==> config.mk <==
export PLATFORM = sky130hd
export DESIGN_NAME = tcss_top
export DESIGN_NICKNAME = d
export VERILOG_FILES = /design/src/verilog/tcss_pkg.sv /design/src/verilog/tcss_top.sv
export SDC_FILE = /design/constraint.sdc
export NUM_CORES = 1
export LEC_CHECK = 0
export ABC_AREA = 1
export BUFFER_PORTS_ARGS = -buffer_cell sky130_fd_sc_hd__buf_2
export CAP_MARGIN = 20
export CORE_MARGIN = 2
export CORE_UTILIZATION = 40
export CTS_CLUSTER_DIAMETER = 100
export CTS_CLUSTER_SIZE = 25
export DETAILED_ROUTE_END_ITERATION = 12
export PLACE_DENSITY_LB_ADDON = 0.12
export SYNTH_ARGS = -nofsm -noshare
export SYNTH_HDL_FRONTEND = slang
export SYNTH_SLANG_ARGS = --single-unit
==> constraint.sdc <==
create_clock -name REF_CLK -period 3.09 [get_ports REF_CLK]
set_input_delay 0 -clock REF_CLK [delete_from_list [all_inputs] [get_ports REF_CLK]]
set_output_delay 0 -clock REF_CLK [all_outputs]
set_load 0.005 [all_outputs]
==> src/verilog/tcss_pkg.sv <==
// Constants, decode table, state encoding and state record of the clock.
package tcss_pkg;

  // ****************************************************************
  // Widths
  // ****************************************************************
  localparam int CNT_W = 52; // Counter bits, instruction bits 0 to 51.
  localparam int WORD_W = 32; // One clock word.
  localparam int LO_CNT_W = 20; // Counter bits kept in the low word.
  localparam int ADDR_W = 24; // Main storage byte address.
  localparam int DW_W = 64; // One storage doubleword.
  localparam int ID_W = 5; // Processor identification field.

  // ****************************************************************
  // Word layout and addresses
  // ****************************************************************
  localparam logic [7:0] EXT_HI_ADDR = 8'h36; // External of the high word.
  localparam logic [7:0] EXT_LO_ADDR = 8'h3E; // External of the low word.
  localparam int LO_CNT_LSB = 12; // Low counter bits sit in 31..12.
  localparam int LO_RUN_BIT = 7; // Control byte bit 0: clock running.
  localparam int LO_SET_BIT = 6; // Control byte bit 1: clock was set.
  localparam int LO_ERR_BIT = 5; // Control byte bit 2: error occurred.
  localparam logic [3:0] SPARE_ZERO = 4'h0; // Spare positions 52-55.
  localparam logic [7:0] CTRL_CLEAR = 8'h00; // Cleared control byte.
  localparam logic [CNT_W-1:0] CNT_ONE = 52'h0000000000001; // Step.
  localparam logic [CNT_W-1:0] CNT_RESET = 52'h0000000000000;
  localparam logic [DW_W-1:0] DW_ZERO = 64'h0000000000000000;
  localparam logic [2:0] DW_ALIGN = 3'h0; // Low address bits on a boundary.

  // ****************************************************************
  // Instruction decode
  // ****************************************************************
  localparam logic [7:0] OPC_CLOCK = 8'hB2; // First opcode byte.
  localparam logic [3:0] MOD_UPPER = 4'h0; // Required upper modifier nibble.
  localparam logic [3:0] FN_SET = 4'h4; // Set-clock function.
  localparam logic [3:0] FN_STORE = 4'h5; // Store-clock function.
  localparam int DEC_PRIV_BIT = 7; // Decode byte: privileged.
  localparam int DEC_IMPL_BIT = 6; // Decode byte: function present.
  // Sixteen decode bytes, entry 15 first; low nibble is the routine.
  localparam logic [15:0][7:0] DEC_TABLE = {
    8'h00, 8'h00, 8'h00, 8'h00, 8'h00, 8'h00, 8'h00, 8'h00,
    8'h00, 8'h00, 8'h45, 8'hC4, 8'h00, 8'h00, 8'h00, 8'h00};

  // ****************************************************************
  // Condition codes
  // ****************************************************************
  localparam logic [1:0] CC_0 = 2'h0;
  localparam logic [1:0] CC_1 = 2'h1;
  localparam logic [1:0] CC_2 = 2'h2;

  // ****************************************************************
  // Sequencer states and state record
  // ****************************************************************
  typedef enum logic [7:0] {
    ST_IDLE = 8'h01,
    ST_FETCH = 8'h02,
    ST_CLRRUN = 8'h04,
    ST_SENSE = 8'h08,
    ST_LOADH = 8'h10,
    ST_LOADL = 8'h20,
    ST_STORE = 8'h40,
    ST_SPARE = 8'h80
  } tcss_state_t;

  typedef struct packed {
    tcss_state_t st;
    logic [CNT_W-1:0] cnt;
    logic run;
    logic set;
    logic err;
    logic hi_loaded;
    logic secure;
    logic [WORD_W-1:0] hi_buf;
    logic [WORD_W-1:0] lo_buf;
    logic done;
    logic [1:0] cc;
    logic priv_chk;
    logic spec_chk;
    logic oper_chk;
    logic mem_req;
    logic mem_we;
    logic [ADDR_W-1:0] mem_addr;
    logic [DW_W-1:0] mem_wdata;
    logic [WORD_W-1:0] ext_rdata;
    logic ext_rvalid;
    logic invalid;
  } tcss_regs_t;

endpackage

==> src/verilog/tcss_top.sv <==
// Time-of-day clock counter, external words and clock instructions.
`timescale 1ns/1ps

// ******************************************************************
// Notes on behaviour
// ******************************************************************
// Notes on behaviour
// [RL1] High word bit 31 toggles about each second.
// [RL2] Single switch byte fills all four bytes.
// [RL3] Counter wraps from all ones to zero.
// [RL4] Second opcode byte is a function modifier.
// [RL5] Upper nibble zero; low nibble indexes table.
// [RL6] Privileged outside supervisor raises check, else dispatch.
// [RL7] Modifier 04 is privileged set clock.
// [RL8] Set clock operand must be doubleword aligned.
// [RL9] Only top 52 operand bits load counter.
// [RL10] Enable-set loads, code 0; secure, code 1.
// [RL11] Clear control byte, write low, stop clock.
// [RL12] Read back run bit to sense the switch.
// [RL13] Set run bit, high then low, start.
// [RL14] Modifier 05 stores clock at any address.
// [RL15] Store count, zeros, controls, processor identity.
// [RL16] Invalid clock stores an all-zero doubleword.
// [RL17] Store codes: set 0, not set 1, error 2.
// [RL18] Control bits: running, was set, error.
// [RL19] Bit 51 counts each accepted advance pulse.

module tcss_top
(
  // Clock, reset and clock enable.
  input wire logic REF_CLK,
  input wire logic RESET,
  input wire logic CE,
  // Clock hardware inputs.
  input wire logic TICK_1MHZ,
  input wire logic CLOCK_ERROR,
  input wire logic KEY_ENABLE_SET,
  input wire logic [tcss_pkg::ID_W-1:0] CPU_ID,
  // Instruction request from the microcode flow.
  input wire logic INSTR_VALID,
  input wire logic [7:0] INSTR_OPCODE,
  input wire logic [7:0] INSTR_MODIFIER,
  input wire logic [tcss_pkg::ADDR_W-1:0] INSTR_ADDR,
  input wire logic PROBLEM_STATE,
  // Instruction answer.
  output logic INSTR_DONE,
  output logic [1:0] INSTR_CC,
  output logic PRIV_CHECK,
  output logic SPEC_CHECK,
  output logic OPER_CHECK,
  // Main storage port.
  output logic MEM_REQ,
  output logic MEM_WE,
  output logic [tcss_pkg::ADDR_W-1:0] MEM_ADDR,
  output logic [tcss_pkg::DW_W-1:0] MEM_WDATA,
  input wire logic MEM_ACK,
  input wire logic [tcss_pkg::DW_W-1:0] MEM_RDATA,
  // Externally addressed clock words.
  input wire logic EXT_WR,
  input wire logic EXT_RD,
  input wire logic EXT_BYTE_MODE,
  input wire logic [7:0] EXT_ADDR,
  input wire logic [tcss_pkg::WORD_W-1:0] EXT_WDATA,
  output logic [tcss_pkg::WORD_W-1:0] EXT_RDATA,
  output logic EXT_RVALID,
  // Console indicator.
  output logic CLOCK_INVALID
);

  // ****************************************************************
  // State record
  // ****************************************************************
  tcss_pkg::tcss_regs_t r_q; // Registered state.
  tcss_pkg::tcss_regs_t r_d; // Next state.

  // Working values of the combinational process.
  logic wr_hi; // A destination of the high word this cycle.
  logic wr_lo; // A destination of the low word this cycle.
  logic [tcss_pkg::WORD_W-1:0] wdata; // Word being destined.
  logic [7:0] dec; // Selected decode byte.
  logic valid_now; // Clock value is a true time of day.
  logic [tcss_pkg::WORD_W-1:0] lo_word; // Low word as read out.
  logic [tcss_pkg::DW_W-1:0] dw_out; // Doubleword for store clock.

  // ****************************************************************
  // Next-state logic
  // ****************************************************************
  // All behaviour lives in this one process so that the counter, the
  // control latches and the sequencer always see a single consistent
  // view of the previous cycle.
  always_comb
  begin
    r_d = r_q;
    wr_hi = 1'b0;
    wr_lo = 1'b0;
    wdata = '0;
    dec = tcss_pkg::DEC_TABLE[INSTR_MODIFIER[3:0]]; // RL5
    valid_now = r_q.run & r_q.set & ~r_q.err;
    // Low word readout: counter, forced spare zeros, controls, identity.
    lo_word = {r_q.cnt[tcss_pkg::LO_CNT_W-1:0], tcss_pkg::SPARE_ZERO,
      r_q.run, r_q.set, r_q.err, CPU_ID}; // RL18
    // The store image puts the whole count above the low control byte.
    dw_out = {r_q.cnt, tcss_pkg::SPARE_ZERO, r_q.run, r_q.set, r_q.err,
      CPU_ID}; // RL15
    // Answer strobes last a single cycle.
    r_d.done = 1'b0;
    r_d.priv_chk = 1'b0;
    r_d.spec_chk = 1'b0;
    r_d.oper_chk = 1'b0;
    r_d.ext_rvalid = 1'b0;

    // Sequencer.
    unique case (r_q.st)
      tcss_pkg::ST_IDLE:
      begin
        if (INSTR_VALID)
        begin
          // The modifier is a function code, never an operand. RL4
          if ((INSTR_OPCODE != tcss_pkg::OPC_CLOCK) ||
              (INSTR_MODIFIER[7:4] != tcss_pkg::MOD_UPPER) ||
              !dec[tcss_pkg::DEC_IMPL_BIT])
          begin
            // Not a clock function: report an operation check. RL5
            r_d.oper_chk = 1'b1;
            r_d.done = 1'b1;
          end
          else if (dec[tcss_pkg::DEC_PRIV_BIT] && PROBLEM_STATE)
          begin
            // Privileged function outside supervisor state. RL6
            r_d.priv_chk = 1'b1;
            r_d.done = 1'b1;
          end
          else if (dec[3:0] == tcss_pkg::FN_SET)
          begin
            // Set clock: the eight-byte operand must be aligned. RL7
            if (INSTR_ADDR[2:0] != tcss_pkg::DW_ALIGN)
            begin
              r_d.spec_chk = 1'b1; // RL8
              r_d.done = 1'b1;
            end
            else
            begin
              r_d.mem_req = 1'b1;
              r_d.mem_we = 1'b0;
              r_d.mem_addr = INSTR_ADDR;
              r_d.st = tcss_pkg::ST_FETCH;
            end
          end
          else
          begin
            // Store clock: any byte address is taken as it is. RL14
            r_d.mem_req = 1'b1;
            r_d.mem_we = 1'b1;
            r_d.mem_addr = INSTR_ADDR;
            // An invalid clock is stored as zeros. RL16
            r_d.mem_wdata = valid_now ? dw_out : tcss_pkg::DW_ZERO;
            // Error outranks not-set; set state gives code 0. RL17
            if (r_q.err)
              r_d.cc = tcss_pkg::CC_2;
            else if (r_q.run && r_q.set)
              r_d.cc = tcss_pkg::CC_0;
            else
              r_d.cc = tcss_pkg::CC_1;
            r_d.st = tcss_pkg::ST_STORE;
          end
        end
      end
      tcss_pkg::ST_FETCH:
      begin
        // Wait for the operand doubleword from main storage.
        if (MEM_ACK)
        begin
          r_d.mem_req = 1'b0;
          r_d.hi_buf = MEM_RDATA[tcss_pkg::DW_W-1:tcss_pkg::WORD_W];
          // Low control byte cleared, so bits 52..63 never reach it. RL9
          r_d.lo_buf = {MEM_RDATA[tcss_pkg::WORD_W-1:8],
            tcss_pkg::CTRL_CLEAR}; // RL11
          r_d.st = tcss_pkg::ST_CLRRUN;
        end
      end
      tcss_pkg::ST_CLRRUN:
      begin
        // Destine the low word with run off to stop the clock. RL11
        wr_lo = 1'b1;
        wdata = r_q.lo_buf;
        r_d.st = tcss_pkg::ST_SENSE;
      end
      tcss_pkg::ST_SENSE:
      begin
        // A run bit still on means the switch refused the stop. RL12
        if (r_q.run || r_q.secure)
        begin
          r_d.cc = tcss_pkg::CC_1; // RL10
          r_d.done = 1'b1;
          r_d.st = tcss_pkg::ST_IDLE;
        end
        else
        begin
          r_d.lo_buf[tcss_pkg::LO_RUN_BIT] = 1'b1; // RL13
          r_d.st = tcss_pkg::ST_LOADH;
        end
      end
      tcss_pkg::ST_LOADH:
      begin
        // High word goes first so the start sees a complete value. RL13
        wr_hi = 1'b1;
        wdata = r_q.hi_buf;
        r_d.st = tcss_pkg::ST_LOADL;
      end
      tcss_pkg::ST_LOADL:
      begin
        // Low word with run on starts the clock at the next pulse. RL13
        wr_lo = 1'b1;
        wdata = r_q.lo_buf;
        r_d.cc = tcss_pkg::CC_0; // RL10
        r_d.done = 1'b1;
        r_d.st = tcss_pkg::ST_IDLE;
      end
      tcss_pkg::ST_STORE:
      begin
        // Hold the store request until storage takes it.
        if (MEM_ACK)
        begin
          r_d.mem_req = 1'b0;
          r_d.mem_we = 1'b0;
          r_d.done = 1'b1;
          r_d.st = tcss_pkg::ST_IDLE;
        end
      end
      default:
      begin
        // An illegal code returns quietly to idle.
        r_d.mem_req = 1'b0;
        r_d.mem_we = 1'b0;
        r_d.st = tcss_pkg::ST_IDLE;
      end
    endcase

    // Manual destinations are taken only while no instruction runs,
    // which keeps the sequencer's stop and start steps atomic.
    if (EXT_WR && (r_q.st == tcss_pkg::ST_IDLE))
    begin
      // A switch byte is copied into every byte of the word. RL2
      wdata = EXT_BYTE_MODE ? {4{EXT_WDATA[7:0]}} : EXT_WDATA;
      wr_hi = (EXT_ADDR == tcss_pkg::EXT_HI_ADDR);
      wr_lo = (EXT_ADDR == tcss_pkg::EXT_LO_ADDR);
    end

    // Advance while running; the sum wraps past all ones. RL19
    if (r_q.run && TICK_1MHZ)
      r_d.cnt = r_q.cnt + tcss_pkg::CNT_ONE; // RL3

    // The high word only loads while the clock is stopped.
    if (wr_hi && !r_q.run)
    begin
      r_d.cnt[tcss_pkg::CNT_W-1:tcss_pkg::LO_CNT_W] = wdata; // RL1
      r_d.hi_loaded = 1'b1;
    end

    // The low word needs the switch; a refusal is remembered so that
    // the read-back after the stop step reports the secure position.
    if (wr_lo)
    begin
      if (!KEY_ENABLE_SET)
        r_d.secure = 1'b1; // RL12
      else if (r_q.run)
      begin
        r_d.secure = 1'b0;
        if (!wdata[tcss_pkg::LO_RUN_BIT])
        begin
          // Stopping also drops the set latch and the load latch.
          r_d.run = 1'b0;
          r_d.set = 1'b0;
          r_d.hi_loaded = 1'b0;
        end
      end
      else
      begin
        r_d.secure = 1'b0;
        r_d.cnt[tcss_pkg::LO_CNT_W-1:0] = wdata[tcss_pkg::WORD_W-1:
          tcss_pkg::LO_CNT_LSB];
        if (wdata[tcss_pkg::LO_RUN_BIT])
        begin
          // Both words loaded: the clock is set and runs. RL18
          r_d.run = 1'b1;
          r_d.set = r_q.hi_loaded;
          r_d.err = r_q.hi_loaded ? 1'b0 : r_q.err;
          r_d.hi_loaded = 1'b0;
        end
      end
    end

    // A counter fault wins over any clear in the same cycle.
    if (CLOCK_ERROR)
    begin
      r_d.err = 1'b1; // RL18
      r_d.set = 1'b0;
    end

    // External readout of either word, zero for any other address.
    if (EXT_RD)
    begin
      r_d.ext_rvalid = 1'b1;
      if (EXT_ADDR == tcss_pkg::EXT_HI_ADDR)
        r_d.ext_rdata = r_q.cnt[tcss_pkg::CNT_W-1:tcss_pkg::LO_CNT_W];
      else if (EXT_ADDR == tcss_pkg::EXT_LO_ADDR)
        r_d.ext_rdata = lo_word;
      else
        r_d.ext_rdata = '0;
    end

    // The indicator follows the new control bits.
    r_d.invalid = ~(r_d.run & r_d.set & ~r_d.err);
  end

  // ****************************************************************
  // State register
  // ****************************************************************
  // Power-on reset zeroes the counter and starts it unset, so the
  // clock serves as elapsed time until software sets it.
  always_ff @(posedge REF_CLK)
  begin
    if (RESET)
    begin
      r_q <= '0;
      r_q.st <= tcss_pkg::ST_IDLE;
      r_q.cnt <= tcss_pkg::CNT_RESET;
      r_q.run <= 1'b1;
      r_q.invalid <= 1'b1;
    end
    else if (CE)
      r_q <= r_d;
  end

  // ****************************************************************
  // Outputs
  // ****************************************************************
  // Every output is a field of the state register.
  assign INSTR_DONE = r_q.done;
  assign INSTR_CC = r_q.cc;
  assign PRIV_CHECK = r_q.priv_chk;
  assign SPEC_CHECK = r_q.spec_chk;
  assign OPER_CHECK = r_q.oper_chk;
  assign MEM_REQ = r_q.mem_req;
  assign MEM_WE = r_q.mem_we;
  assign MEM_ADDR = r_q.mem_addr;
  assign MEM_WDATA = r_q.mem_wdata;
  assign EXT_RDATA = r_q.ext_rdata;
  assign EXT_RVALID = r_q.ext_rvalid;
  assign CLOCK_INVALID = r_q.invalid;

endmodule
==> metrics.md <==
| Metric | Value |
|---|---|
| CP peak stage delay | approximately 540 ps |
| CP max stage cell | dlygate4sd3_1 |
| Die footprint | 0.0349 mm^2 |
| CP Max Fanout | 17 |
| CP Cell Sequence | inv_2 > nand2_1 > nor2_4 > nand2_1 > nand2_1 > buf_4 > nand2_1 > a21oi_1 > nand3_1 > a21oi_1 > nand3_1 > nand2_1 > dlygate4sd3_1 > nand2_1 |
| Layout cells sized above 1 | 0.177 |
| Cell variety after synth | 54 |
| Die height | between 150 and 200 um |
| CTS tree | done |
| Synth area leader | dfxtp_1 |
| Unrepaired setup endpoints after global routing | no |
| Hold Violations, Final | 0 |
| Yosys top cell area share | 0.370 |
| First-pass GRT wire length | between 70 and 80 mm |
| Initial DRT Pass Iterations | 8 |
| GR Overflow Total | 0 |
| Hold Path Stages | 6 |
| Status | complete, no violations |
| Overall power | ~7000 uW |
| DRC viols | 0 |
| Cell Rows | between 60 and 70 |
| Post-CTS setup buffers | 0 |
| Main area contributors after synthesis | dfxtp_1 37%, nand2_1 8.5%, a21oi_1 7.8% |
| Post-synth EDFFs | 0 |
| Power per cell area | between 400 and 500 mW/mm^2 |
| Setup Total Neg Slack | 0 ps |
| WL final | 49.6 mm |
| Port bufs | between 200 and 300 |
| Relative slew margins | 0.470 |
| Die width | roughly 190 um |
| Number of clock buffers inserted by TritonCTS | 14 |
| Pin count of the biggest net entering global routing | around 120 |
| Crit path time final | 2810 ps |
| Critical path class | reg -> reg |
| P_leak | 0.00665 uW |
| H-tree level count | 1 |
| Path depth of the worst reg2reg path | 14 |
| Crit end category | flip-flop |
| CP startpoint kind | flip-flop |
| # diodes | 0 |
| FMAX | 356 MHz |
| Post-layout util | 0.488 |
| Fraction of the cycle the final worst path needs | 0.909 |
| Synth Register Bits | ~250 |
| GPL Wtd Cong | ~0.96 |
| Worst path most repeated cell | nand2_1 |
| Clk sinks | roughly 250 |
| Via count | between 10000 and 15000 |
| Seq/Total Area, Yosys | 0.370 |
| Initial DRC Count | between 1000 and 1500 |
| I/O pin total | ~290 |
| Worst Path Required | roughly 3500 ps |
| Worst path buffer plus inverter count | 3 |
| Cell depth of the worst setup path | 14 |
| Total GRT Usage | 0.276 |
| CTS clock-pin slew for the worst setup and hold paths | ~100 ps |
| Clk_skew | 36.3 ps |
| Post-Syn Area per Cell | between 6 and 7 um^2 |
| Max rail drop VDD | 0.302 mV |
| Worst-Margin Slew | 794 ps |
| Final slew viol count | 0 |
| Root Driver | clkbuf_16 |
| Yosys warning count | 0 |
| Area growth from synthesis to layout | 19.5% |
| Crit path arrival time | between 3000 and 4000 ps |
| WL per Instance | 19.0 um |
| Core area | 0.0327 mm^2 |
| Maximum buffer depth of the clock tree | 3 |
| Top FF cell, synth | dfxtp_1 |
| Min-Delay Path Class | in -> reg |
| Starting Density | 0.409 |
| Drt via density | about 5.2 |
| Vias in the first global route | 13200 |
| Antenna violation net count after detailed routing | 0 |
| Final setup vio count | 0 |
| Post-synthesis cell area | 0.0134 mm^2 |
| Latest clock arrival within the worst-skew pair | 520 ps |
| CP top delay family | simple AND/OR/NAND/NOR gates |
| Filler Cell Count | roughly 3400 |
| Max Cap Violations | 0 |
| Initial antenna violation count | 0 |
| HPWL after DPL | between 30 and 40 mm |
| Nets@finish | roughly 2300 |
| Async S/R FF share, synth | 0 |
| Post-Syn Instances | 1933 |
## power by group
| part | switching [uW] | leakage (uW) | internal [uW] | total [uW] |
|---|---|---|---|---|
| combinational | 851 | 0.00443 | 482 | 1330 |
| clock | 1160 | 0.000208 | 928 | 2090 |
| sequential | 127 | 0.00200 | 3300 | 3420 |
## Yosys cell counts, drive strengths merged (3+ instances only)
master  instances
clkinv          3
nand3         108
buf           160
o21ai         136
nor3b           4
or2             5
xor2           29
o221ai         16
nand3b          3
a211oi         39
nor4            4
dfxtp         247
nand2         309
nor2          228
clkbuf         76
nor3           42
o22ai           8
inv           201
nand4          26
a31oi          13
a21oi         209
o211ai         49
## per-layer routing
layer,vias up,share of wire,GRT usage
li1,6741,-,-
met1,6293,0.44,0.376
met2,550,0.44,0.437
met3,87,0.079,0.0591
met4,0,0.035,0.0870
met5,-,0,0
## layout make-up
cell class | instances | area [um^2] | share of cell area
Multi-Input combinational cell | 1249 | 6250 | 0.391
Sequential cell | 247 | 4940 | 0.310
Timing Repair Buffer | 448 | 3040 | 0.190
Inverter | 204 | 766 | 0.0479
Tap cell | 442 | 553 | 0.0346
Clock buffer | 17 | 393 | 0.0246
Clock inverter | 4 | 32.5 | 0.00204
## cell usage in the layout (no fill, tap or decap), types with 6 or more instances in the layout
| master | synthesis | routed |
|---|---|---|
| a21oi_1 | 209 | 209 |
| nor3_1 | 38 | 38 |
| nor2_2 | 6 | 6 |
| buf_4 | 125 | 37 |
| a31oi_1 | 13 | 13 |
| inv_2 | 13 | 15 |
| o211ai_1 | 49 | 49 |
| o21ai_1 | 24 | 24 |
| o21ai_0 | 112 | 112 |
| dlygate4sd3_1 | 0 | 131 |
| clkbuf_16 | 0 | 15 |
| nand2_1 | 301 | 301 |
| buf_2 | 23 | 277 |
| a211oi_1 | 39 | 39 |
| inv_1 | 188 | 187 |
| o22ai_1 | 8 | 8 |
| nand4_1 | 26 | 26 |
| nand2_2 | 6 | 6 |
| nor2_1 | 218 | 217 |
| o221ai_1 | 16 | 16 |
| nand3_1 | 106 | 106 |
| xor2_1 | 29 | 29 |
| dfxtp_1 | 247 | 247 |
## path summary, 6_finish.rpt
check                                               start                          to  slack, ps
worst max-delay path                r_q[252]$_SDFFE_PP0P_  CLOCK_INVALID$_SDFFE_PP1P_        280
worst min-delay path                    INSTR_MODIFIER[3]       r_q[252]$_SDFFE_PP0P_         20
worst max register to register      r_q[252]$_SDFFE_PP0P_  CLOCK_INVALID$_SDFFE_PP1P_        280
worst min register to register  MEM_ADDR[14]$_SDFFE_PP0P_   MEM_ADDR[14]$_SDFFE_PP0P_        450
## stage by stage
step                      cells  instance area [um^2]  worst slack (ps)  hold slack, ps
after floorplan            1936                 13400              1310             135
after global placement     2459                 14200               730             223
after detailed placement   2459                 14200               738             227
after CTS                  2611                 16000               293            1.49
after global routing       2611                 16000              40.7            28.2
final                      2611                 16000               280            15.7
## state kept, by name, summed over array words and instances (netlist names)
register       count
r_q               66
MEM_ADDR          24
CLOCK_INVALID      1
dw_out            55
INSTR_DONE         1
SPEC_CHECK         1
OPER_CHECK         1
MEM_REQ            1
PRIV_CHECK         1
MEM_WE             1
MEM_WDATA         60
EXT_RDATA         32
INSTR_CC           2
EXT_RVALID         1
## cells by family (layout without fill, tap and decap cells)
logic type	after synthesis	count (layout)	share of synthesized area
AOI/OAI and AO/OA	481	481	0.206
xor gates and xnor gates	29	29	0.0190
adders and majority gates	1	1	0.000936
buffers and inverters	440	673	0.164
DFF	247	247	0.370
other	1	4	0.000281
and+or+nand+nor	734	734	0.240
## worst min-delay path: stages
cell and delay (ps):
buf_2 80, nor3b_2 50, nand2_1 90, nor2_1 70, nor2_1 120, a211oi_1 50
## timing repair
item,4_1_cts,5_1_grt
hold endpoints to repair,107,0
resized for setup,0,0
hold buffers,131,0
(Power assumes the default switching activity.)
